[src/shared/rbg_pkg.sv]
// Package: register map, reset values and enumerations of the receive buffer guard
package rbg_pkg;
    // ------------------------------------------------------------
    // Register map
    // ------------------------------------------------------------
    localparam logic [5:0] RBG_ADDR_DELIM = 6'h0B;
    localparam logic [5:0] RBG_ADDR_CTRL2 = 6'h0C;
    localparam logic [7:0] RBG_DELIM_RESET = 8'hA7;
    localparam logic [7:0] RBG_CTRL2_RESET = 8'h20;
    localparam logic [7:0] RBG_CTRL2_WMASK = 8'hA7;
    localparam int RBG_BIT_LOCK_EN = 7;
    localparam int RBG_BIT_SCRAM = 5;
    localparam int RBG_RATE_LSB = 0;
    localparam int RBG_RATE_W = 3;
    // ------------------------------------------------------------
    // Transceiver states and receive/transmit phases
    // ------------------------------------------------------------
    typedef enum logic [1:0] {
        RBG_ST_OTHER,
        RBG_ST_LISTEN,
        RBG_ST_AACK_LISTEN
    } rbg_trx_state_t;
    typedef enum logic [1:0] {
        RBG_RX_HUNT,
        RBG_RX_PHR,
        RBG_RX_BODY
    } rbg_rx_phase_t;
    typedef enum logic [1:0] {
        RBG_TX_IDLE,
        RBG_TX_DELIM,
        RBG_TX_BODY
    } rbg_tx_phase_t;
    localparam logic [2:0] RBG_TXBIT_LAST = 3'h7;
    localparam logic [6:0] RBG_PHR_LEN_MIN = 7'h01;
endpackage

[src/core/rbg_fifo.sv]
// Small synchronous FIFO with valid/ready on both sides
`timescale 1ns/10ps
`default_nettype none
module rbg_fifo #(
    parameter int WIDTH = 8,
    parameter int DEPTH = 8
) (
    // Clock and reset
    input wire logic core_clk,
    input wire logic nrst,
    // Fill side
    input wire logic in_valid,
    output logic in_ready,
    input wire logic [WIDTH-1:0] in_data,
    // Drain side
    output logic out_valid,
    input wire logic out_ready,
    output logic [WIDTH-1:0] out_data
);
    localparam int AW = (DEPTH > 1) ? $clog2(DEPTH) : 1;

    initial begin
        if (DEPTH < 2 || (DEPTH & (DEPTH - 1)) != 0) begin
            $error("rbg_fifo depth must be a power of two, at least 2");
        end
    end

    typedef struct packed {
        logic [AW:0] wr_ptr;
        logic [AW:0] rd_ptr;
    } rbg_fifo_st_t;

    rbg_fifo_st_t st_reg, st_next;
    logic [WIDTH-1:0] mem [DEPTH];
    logic push, pop;
    logic full, empty;

    assign full = (st_reg.wr_ptr[AW] != st_reg.rd_ptr[AW]) &&
                  (st_reg.wr_ptr[AW-1:0] == st_reg.rd_ptr[AW-1:0]);
    assign empty = st_reg.wr_ptr == st_reg.rd_ptr;
    assign in_ready = !full;
    assign out_valid = !empty;
    assign out_data = mem[st_reg.rd_ptr[AW-1:0]];
    assign push = in_valid && !full;
    assign pop = out_ready && !empty;

    always_comb begin
        st_next = st_reg;
        if (push) begin
            st_next.wr_ptr = st_reg.wr_ptr + 1'b1;
        end
        if (pop) begin
            st_next.rd_ptr = st_reg.rd_ptr + 1'b1;
        end
    end

    always_ff @(posedge core_clk or negedge nrst) begin
        if (!nrst) begin
            st_reg <= '0;
        end else begin
            st_reg <= st_next;
        end
    end

    always_ff @(posedge core_clk) begin
        if (push) begin
            mem[st_reg.wr_ptr[AW-1:0]] <= in_data;
        end
    end
endmodule
`default_nettype wire

[src/core/rbg_guard.sv]
// Receive frame buffer guard and programmable start-of-frame delimiter
//
// Contract
// - In listen states frames keep arriving; unguarded, each replaces the previous one.
// - Guard holds off further radio frames until buffer read ends with select high.
// - Basic mode protects a frame only when its check sequence is valid.
// - Extended mode protects a frame when its frame end event fires.
// - Guard works only with lock enable bit 7 at 0x0C, in listen states.
// - Only radio writes are blocked; host buffer writes still land.
// - Release on select rising after buffer read, or on leaving listen states.
// - Guard ignores the detect threshold level setting entirely.
// - Delimiter is one octet for byte alignment, never stored in buffer.
// - Transmit sends delimiter octet LSB first right after the last preamble bit.
// - Delimiter register at 0x0B is read/write, resets to 0xA7, used both ways.
// - Frame start event only on delimiter match followed by a valid PHY header.
// - Control 0x0C bits 6,4,3 read zero; bit 5 resets one; bits 2..0 writable.
`timescale 1ns/10ps
`default_nettype none
module rbg_guard
    import rbg_pkg::*;
#(
    parameter int FIFO_DEPTH = 8
) (
    // Clock and reset
    input wire logic core_clk,
    input wire logic nrst,
    // Host register port
    input wire logic reg_wr,
    input wire logic reg_rd,
    input wire logic [5:0] reg_addr,
    input wire logic [7:0] reg_wdata,
    output logic [7:0] reg_rdata,
    // Host frame buffer access and chip select pin
    input wire logic host_sel_n,
    input wire logic host_buf_read,
    input wire logic host_buf_wr,
    input wire logic [6:0] host_buf_addr,
    input wire logic [7:0] host_buf_wdata,
    // Transceiver state and mode
    input wire rbg_pkg::rbg_trx_state_t trx_state,
    input wire logic extended_mode,
    // Radio receive octet stream and frame status
    input wire logic rx_octet_valid,
    input wire logic [7:0] rx_octet,
    input wire logic rx_sync,
    input wire logic rx_fcs_valid,
    input wire logic rx_frame_end,
    // Radio transmit bit stream
    input wire logic tx_preamble_done,
    input wire logic tx_bit_take,
    output logic tx_bit,
    output logic tx_bit_valid,
    // Frame buffer write port
    output logic buf_we,
    output logic [6:0] buf_waddr,
    output logic [7:0] buf_wdata,
    // Status and configuration outputs
    output logic frame_start_event,
    output logic frame_end_event,
    output logic buffer_locked,
    output logic chip_scrambler_enable,
    output logic [2:0] phy_rate_select,
    output logic rx_overrun
);
    import rbg_pkg::*;

    initial begin
        if (FIFO_DEPTH < 2) begin
            $error("rbg_guard FIFO depth must be at least 2");
        end
    end

    // ------------------------------------------------------------
    // State record
    // ------------------------------------------------------------
    typedef struct packed {
        logic [7:0] delimiter_octet;
        logic [7:0] ctrl2;
        logic [2:0] sel_pipe;
        logic sel_level;
        logic read_seen;
        logic locked;
        rbg_trx_state_t state_prev;
        rbg_rx_phase_t rx_phase;
        logic [6:0] rx_len;
        logic [6:0] rx_idx;
        logic frame_blocked;
        rbg_tx_phase_t tx_phase;
        logic [7:0] tx_shift;
        logic [2:0] tx_cnt;
        logic tx_bit;
        logic tx_bit_valid;
        logic [7:0] rdata;
        logic buf_we;
        logic [6:0] buf_waddr;
        logic [7:0] buf_wdata;
        logic start_ev;
        logic end_ev;
        logic overrun;
    } rbg_st_t;

    rbg_st_t st_reg, st_next;

    // ------------------------------------------------------------
    // Helpers
    // ------------------------------------------------------------
    function automatic logic in_listen(input rbg_trx_state_t s);
        in_listen = (s == RBG_ST_LISTEN) || (s == RBG_ST_AACK_LISTEN);
    endfunction

    function automatic logic [7:0] reg_read(input logic [5:0] a, input rbg_st_t s);
        case (a)
            RBG_ADDR_DELIM: reg_read = s.delimiter_octet;
            RBG_ADDR_CTRL2: reg_read = s.ctrl2 & RBG_CTRL2_WMASK;
            default: reg_read = 8'h00;
        endcase
    endfunction

    // ------------------------------------------------------------
    // Received octet FIFO (data path to frame buffer)
    // ------------------------------------------------------------
    logic fifo_in_valid, fifo_in_ready;
    logic fifo_out_valid, fifo_out_ready;
    logic [7:0] fifo_out_data;
    logic host_has_buf;

    // Only body octets enter the buffer path; the delimiter never does
    assign fifo_in_valid = rx_octet_valid && (st_reg.rx_phase == RBG_RX_BODY);
    assign host_has_buf = host_buf_wr;
    // Host writes take the buffer port first, radio octets wait
    assign fifo_out_ready = !host_has_buf;

    rbg_fifo #(
        .WIDTH(8),
        .DEPTH(FIFO_DEPTH)
    ) u_fifo (
        .core_clk(core_clk),
        .nrst(nrst),
        .in_valid(fifo_in_valid),
        .in_ready(fifo_in_ready),
        .in_data(rx_octet),
        .out_valid(fifo_out_valid),
        .out_ready(fifo_out_ready),
        .out_data(fifo_out_data)
    );

    // ------------------------------------------------------------
    // Next state
    // ------------------------------------------------------------
    logic sel_rise;
    logic fifo_pop;
    logic radio_we;

    always_comb begin
        st_next = st_reg;
        st_next.start_ev = 1'b0;
        st_next.end_ev = 1'b0;
        st_next.buf_we = 1'b0;

        // Select pin through three flops; edge once last two agree
        st_next.sel_pipe = {st_reg.sel_pipe[1:0], host_sel_n};
        if (st_reg.sel_pipe[2] == st_reg.sel_pipe[1]) begin
            st_next.sel_level = st_reg.sel_pipe[2];
        end
        sel_rise = st_reg.sel_pipe[2] && st_reg.sel_pipe[1] && !st_reg.sel_level;

        // Registers
        if (reg_wr) begin
            if (reg_addr == RBG_ADDR_DELIM) begin
                st_next.delimiter_octet = reg_wdata;
            end else if (reg_addr == RBG_ADDR_CTRL2) begin
                st_next.ctrl2 = reg_wdata & RBG_CTRL2_WMASK;
            end
        end
        if (reg_rd) begin
            st_next.rdata = reg_read(reg_addr, st_reg);
        end

        // Release on select rise after a buffer read; a new set below wins
        if (sel_rise && st_reg.read_seen) begin
            st_next.locked = 1'b0;
            st_next.read_seen = 1'b0;
        end

        // Buffer read session tracking; a read in the release cycle survives
        if (host_buf_read) begin
            st_next.read_seen = 1'b1;
        end

        // Receive header decoding
        case (st_reg.rx_phase)
            RBG_RX_HUNT: begin
                if (rx_sync && rx_octet_valid && rx_octet == st_reg.delimiter_octet) begin
                    st_next.rx_phase = RBG_RX_PHR;
                end
            end
            RBG_RX_PHR: begin
                if (rx_octet_valid) begin
                    if (rx_octet[6:0] >= RBG_PHR_LEN_MIN && !rx_octet[7]) begin
                        st_next.start_ev = 1'b1;
                        st_next.rx_len = rx_octet[6:0];
                        st_next.rx_idx = 7'h00;
                        // Frame is dropped if a protected frame is held
                        st_next.frame_blocked = st_reg.locked;
                        st_next.rx_phase = RBG_RX_BODY;
                    end else begin
                        st_next.rx_phase = RBG_RX_HUNT;
                    end
                end
            end
            RBG_RX_BODY: begin
                if (rx_octet_valid && !fifo_in_ready) begin
                    st_next.overrun = 1'b1;
                end
                if (rx_frame_end) begin
                    st_next.end_ev = 1'b1;
                    st_next.rx_phase = RBG_RX_HUNT;
                    // Protection; threshold level plays no part
                    if (st_reg.ctrl2[RBG_BIT_LOCK_EN] && in_listen(trx_state) &&
                        !st_reg.frame_blocked) begin
                        if (extended_mode) begin
                            st_next.locked = 1'b1;
                        end else if (rx_fcs_valid) begin
                            st_next.locked = 1'b1;
                        end
                    end
                end
            end
            default: st_next.rx_phase = RBG_RX_HUNT;
        endcase
        if (!in_listen(trx_state)) begin
            st_next.rx_phase = RBG_RX_HUNT;
        end

        // Radio writes into frame buffer; blocked while protected
        fifo_pop = fifo_out_valid && fifo_out_ready;
        radio_we = fifo_pop && !st_reg.frame_blocked && in_listen(trx_state);
        if (host_buf_wr) begin
            st_next.buf_we = 1'b1;
            st_next.buf_waddr = host_buf_addr;
            st_next.buf_wdata = host_buf_wdata;
        end else if (radio_we) begin
            st_next.buf_we = 1'b1;
            st_next.buf_waddr = st_reg.rx_idx;
            st_next.buf_wdata = fifo_out_data;
        end
        if (fifo_pop) begin
            st_next.rx_idx = st_reg.rx_idx + 7'h01;
        end

        // Release on leaving listen states or disabling the guard
        if (in_listen(st_reg.state_prev) && !in_listen(trx_state)) begin
            st_next.locked = 1'b0;
        end
        if (!st_reg.ctrl2[RBG_BIT_LOCK_EN]) begin
            st_next.locked = 1'b0;
        end
        st_next.state_prev = trx_state;

        // Transmit delimiter, LSB first after preamble
        case (st_reg.tx_phase)
            RBG_TX_IDLE: begin
                st_next.tx_bit_valid = 1'b0;
                if (tx_preamble_done) begin
                    st_next.tx_shift = st_reg.delimiter_octet;
                    st_next.tx_cnt = 3'h0;
                    st_next.tx_bit = st_reg.delimiter_octet[0];
                    st_next.tx_bit_valid = 1'b1;
                    st_next.tx_phase = RBG_TX_DELIM;
                end
            end
            RBG_TX_DELIM: begin
                if (tx_bit_take) begin
                    if (st_reg.tx_cnt == RBG_TXBIT_LAST) begin
                        st_next.tx_bit_valid = 1'b0;
                        st_next.tx_phase = RBG_TX_IDLE;
                    end else begin
                        st_next.tx_shift = {1'b0, st_reg.tx_shift[7:1]};
                        st_next.tx_bit = st_reg.tx_shift[1];
                        st_next.tx_cnt = st_reg.tx_cnt + 3'h1;
                    end
                end
            end
            default: st_next.tx_phase = RBG_TX_IDLE;
        endcase
    end

    // ------------------------------------------------------------
    // Registers
    // ------------------------------------------------------------
    always_ff @(posedge core_clk or negedge nrst) begin
        if (!nrst) begin
            st_reg <= '0;
            st_reg.delimiter_octet <= RBG_DELIM_RESET;
            st_reg.ctrl2 <= RBG_CTRL2_RESET;
            st_reg.sel_pipe <= 3'h7;
            st_reg.sel_level <= 1'b1;
            st_reg.locked <= 1'b0;
            st_reg.state_prev <= RBG_ST_OTHER;
            st_reg.rx_phase <= RBG_RX_HUNT;
            st_reg.tx_phase <= RBG_TX_IDLE;
        end else begin
            st_reg <= st_next;
        end
    end

    // ------------------------------------------------------------
    // Outputs
    // ------------------------------------------------------------
    assign reg_rdata = st_reg.rdata;
    assign tx_bit = st_reg.tx_bit;
    assign tx_bit_valid = st_reg.tx_bit_valid;
    assign buf_we = st_reg.buf_we;
    assign buf_waddr = st_reg.buf_waddr;
    assign buf_wdata = st_reg.buf_wdata;
    assign frame_start_event = st_reg.start_ev;
    assign frame_end_event = st_reg.end_ev;
    assign buffer_locked = st_reg.locked;
    assign chip_scrambler_enable = st_reg.ctrl2[RBG_BIT_SCRAM];
    assign phy_rate_select = st_reg.ctrl2[RBG_RATE_LSB +: RBG_RATE_W];
    assign rx_overrun = st_reg.overrun;
endmodule
`default_nettype wire

[config.mk]
export PLATFORM = sky130hd
export DESIGN_NAME = rbg_guard
export DESIGN_NICKNAME = d
export VERILOG_FILES = /design/src/shared/rbg_pkg.sv /design/src/core/rbg_fifo.sv /design/src/core/rbg_guard.sv
export SDC_FILE = /design/constraint.sdc
export NUM_CORES = 1
export LEC_CHECK = 0
export BUFFER_PORTS_ARGS = -buffer_cell sky130_fd_sc_hd__buf_2
export CAP_MARGIN = 20
export CORE_MARGIN = 3
export CORE_UTILIZATION = 40
export DETAILED_ROUTE_END_ITERATION = 7
export PLACE_DENSITY = 0.58
export SKIP_LAST_GASP = 1
export SYNTH_ARGS = -nofsm -noshare
export SYNTH_HDL_FRONTEND = slang
export SYNTH_SLANG_ARGS = --single-unit
[constraint.sdc]
create_clock -name core_clk -period 2.5 [get_ports core_clk]
set_input_delay 0.25 -clock core_clk [delete_from_list [all_inputs] [get_ports core_clk]]
set_output_delay 0.25 -clock core_clk [all_outputs]
set_load 0.02 [all_outputs]
==> metrics.md <==
| Metric | Value |
|---|---|
| Transition at the pin with the smallest max-transition slack | 0.636 ns |
| Internal power summed over all cells | 5.36 mW |
| Post-Synthesis Cell Area | 6460 µm² |
| Number of flip-flops and latches in the synthesized netlist | 143 |
| FFs w/ async S/R, synth | 55.2% |
| RSZ-0062 raised after global routing | no |
| Nature of the critical path endpoint | flop |
| Number of cells upsized or downsized after cts | 0 |
| Share of synthesized area occupied by flip-flops and latches | 60.6% |
| Cell with the biggest individual delay on the critical path | mux4_1 |
| Number of buffers inserted by post-CTS setup repair | 0 |
| Most frequent standard cell in the layout excluding fill and tap cells | buf_2 |
| Clock Tree Buf Depth | 2 |
| Via count of the routed design | 3,926 |
| Power share of the combinational group | 22.4% |
| P_leak | 3.20 nW |
| Relative slew margins | 57.0% |
| Hold Buf Count CTS | 4 |
| Number of global-route vias before repair | 4,077 |
| Clock slew seen by the registers of the worst setup and hold paths | 0.06 ns |
| Maximum achievable frequency | 488 MHz |
| Clk_skew | 0.0118 ns |
| DP Wirelength | 9.29 mm |
| Length of the first detailed-routing pass in iterations | 6 |
| Post-synthesis cell type count | 54 |
| Switching part of the total power | 27.3% |
| Class of the worst hold path | input pin to flop |
| Leftover overflow at the end of global routing | 0 |
| Cell Count Post-Placement | 738 |
| Synthesis Warnings | 0 |
| CP startpoint | u_fifo.st_reg[1] |
| Run status | complete, no violations |
| Average detailed-routed wire length per instance | 17.3 µm |
| CP required | 2.79 ns |
| Pwr Total | 7.37 mW |
| WP data arrival | 2.34 ns |
| Syn Inst Count | 469 |
| Hold Crit Depth | 2 |
| Pin count of the biggest net entering global routing | 40 |
| Count of pins over their slew limit | 0 |
| Worst reg-to-reg path cell count | 5 |
| Area of the core | 15,500 µm² |
| Start-to-end type of the worst setup path | flop to flop |
| Synthesis-to-finish area growth | 19.2% |
| Net Sw Power | 2.01 mW |
| Area enclosed by the die boundary | 17,700 µm² |
| Share of cells above drive strength 1 | 33.9% |
| Post-Place Worst Slack | 0.452 ns |
| Post-Synthesis Net Count | 528 |
| Die outline width | 133 µm |
| Aggregate routed wire length | 13.4 mm |
| Average instance area after synthesis | 13.8 µm² |
| Part of the cycle the worst path needs | 82.0% |
| Flip-flop count of the largest register, all copies and words added | 64 |
| Cell area power density | 957 nW/µm² |
| Clock latency reported for the late side of the worst-skew pair | 0.42 ns |
| Antenna-violating nets left | 0 |
| Final worst path period need | 2.05 ns |
| CTS tree | done |
| Final-report setup violation count | 0 |
| Combined global-route utilization of all metal layers | 15.9% |
| Worst r2r src | u_fifo.st_reg[1] |
| Critical path peak fanout | 18 |
| Number of clock sinks | 143 |
| Max incr delay on CP | 0.56 ns |
| Die height | 133 µm |
| Number of input and output port buffers inserted | 86 |
| Endpoint of the most critical register-to-register path | buf_wdata[4] |
| Nets | 609 |
| Cell Chain, Critical Path | buf_12 -> mux4_1 -> mux2_2 -> nor3_1 -> o31ai_1 |
| Worst hold-check slack | 0.0270 ns |
| Part of the power in the clock network | 37.6% |
| Cell chosen for the clock root | clkbuf_16 |
| Part of the power in registers | 39.9% |
| Drc violations | 0 |
| First-pass GRT wire length | 21.8 mm |
| Flip-flop cell with the highest count after synthesis | dfrtp_1 |
| Max rail drop VDD | 437 µV |
| Number of max-cap violations | 0 |
| Placement row count | 45 |
| Detail-routed via count per cell | 5.07 |
| Ant diodes | 0 |
| Highest-count cells in the layout ignoring fill and taps | buf_2 (85), dfrtp_1 (69), edfxtp_1 (64) |
| Kind of start point of the critical path | flop |
| Maximum level of the CTS H-tree | 4 |
| Total Negative Setup Slacks | 0 ns |
| Starting DRT DRC Count | 294 |
| Hold violation count in the final report | 0 |
| Critical path destination | buf_wdata[4] |
| Post-synth EDFFs | 64 |
| I/O Pins | 87 |
| Final GP Congestion | 0.743 |
| Final WS setup | 0.450 ns |
| Setup slack of the most critical reg-to-reg path | 0.45 ns |
| Final Instance Count excl. Fillers | 774 |
| Effective utilization at floorplan | 41.7% |
| Initial antenna violation count | 0 |
| Cts bufs inserted | 17 |
==> worst min-delay path by stage <==
| stage | from | to | slack (ns) |
|---|---|---|---|
| after floorplan | nrst | buf_waddr[0] | -0.05 |
| after global placement | nrst | buf_wdata[0] | 0.28 |
| after detailed placement | nrst | buf_wdata[0] | 0.28 |
| after CTS | host_buf_read | st_reg[62] | 0.01 |
| after global routing | host_buf_read | st_reg[62] | 0.03 |
| final | host_buf_read | st_reg[62] | 0.03 |
==> cells by family after synthesis <==
logic type,count (synthesis),synth area share (%)
compound gates,74,7.91
xor+xnor,25,3.68
fa+ha+maj,6,1.16
buf+inv,55,5.44
flops,143,60.6
mux,42,10.9
simple gates,124,10.3
==> through the flow <==
step                      utilization (%)  area [µm²]
after floorplan                         -        6460
after global placement               45.2        7000
after detailed placement             45.3        7010
after CTS                            49.7        7700
after global routing                 49.7        7700
final                                49.7        7700
==> area by class of cell <==
cell class / count / area (µm²)
Clock buffer: 18 / 429
Clock inverter: 14 / 220
Fill cell: 1344 / 7790
Inverter: 7 / 26.3
Multi-Input combinational cell: 271 / 2190
Sequential cell: 143 / 3910
Tap cell: 211 / 264
Timing Repair Buffer: 110 / 652
==> metal layers <==
layer / vias up / track usage (%) / part of all wire (%)
li1: 1870 / - / -
met1: 1945 / 21.7 / 46
met2: 99 / 24.9 / 48
met3: 12 / 3.84 / 5.1
met4: 0 / 5.25 / 1.1
met5: - / 0 / 0
==> cells in the mapped netlist (7+ instances only) <==
cell type	instances	area [µm²]
dfrtp_1	69	1730
edfxtp_1	64	1920
nand2_1	38	143
buf_4	29	218
nor2_1	22	82.6
mux2_2	21	236
xnor2_1	18	158
nand3_1	17	85.1
o21ai_0	16	80.1
a21oi_1	15	75.1
a22oi_1	12	90.1
clkbuf_1	12	45.0
nor3_1	11	55.1
dfstp_2	10	263
mux4_1	9	236
a31oi_1	8	50.1
nand2b_1	8	50.1
o31ai_1	8	60.1
inv_1	7	26.3
mux4_2	7	158
==> worst max-delay path: cells and delay by family, from the launching register on <==
family / cells / cell delay [ns]
AOI/OAI and AO/OA: 1 / 0.10
buffers and inverters: 1 / 0.23
muxes: 2 / 0.86
DFF: 1 / 0.54
and+or+nand+nor: 1 / 0.19
==> power by group through the flow <==
stage	Clock (mW)	Sequential (mW)	Combinational, mW
floorplan	0	2.92	1.35
global placement	0	2.97	1.63
detailed placement	0	2.98	1.66
CTS	2.84	2.94	1.67
global route	2.93	2.98	1.83
finish	2.77	2.94	1.65
No activity file was read; power rests on OpenSTA's default activity.
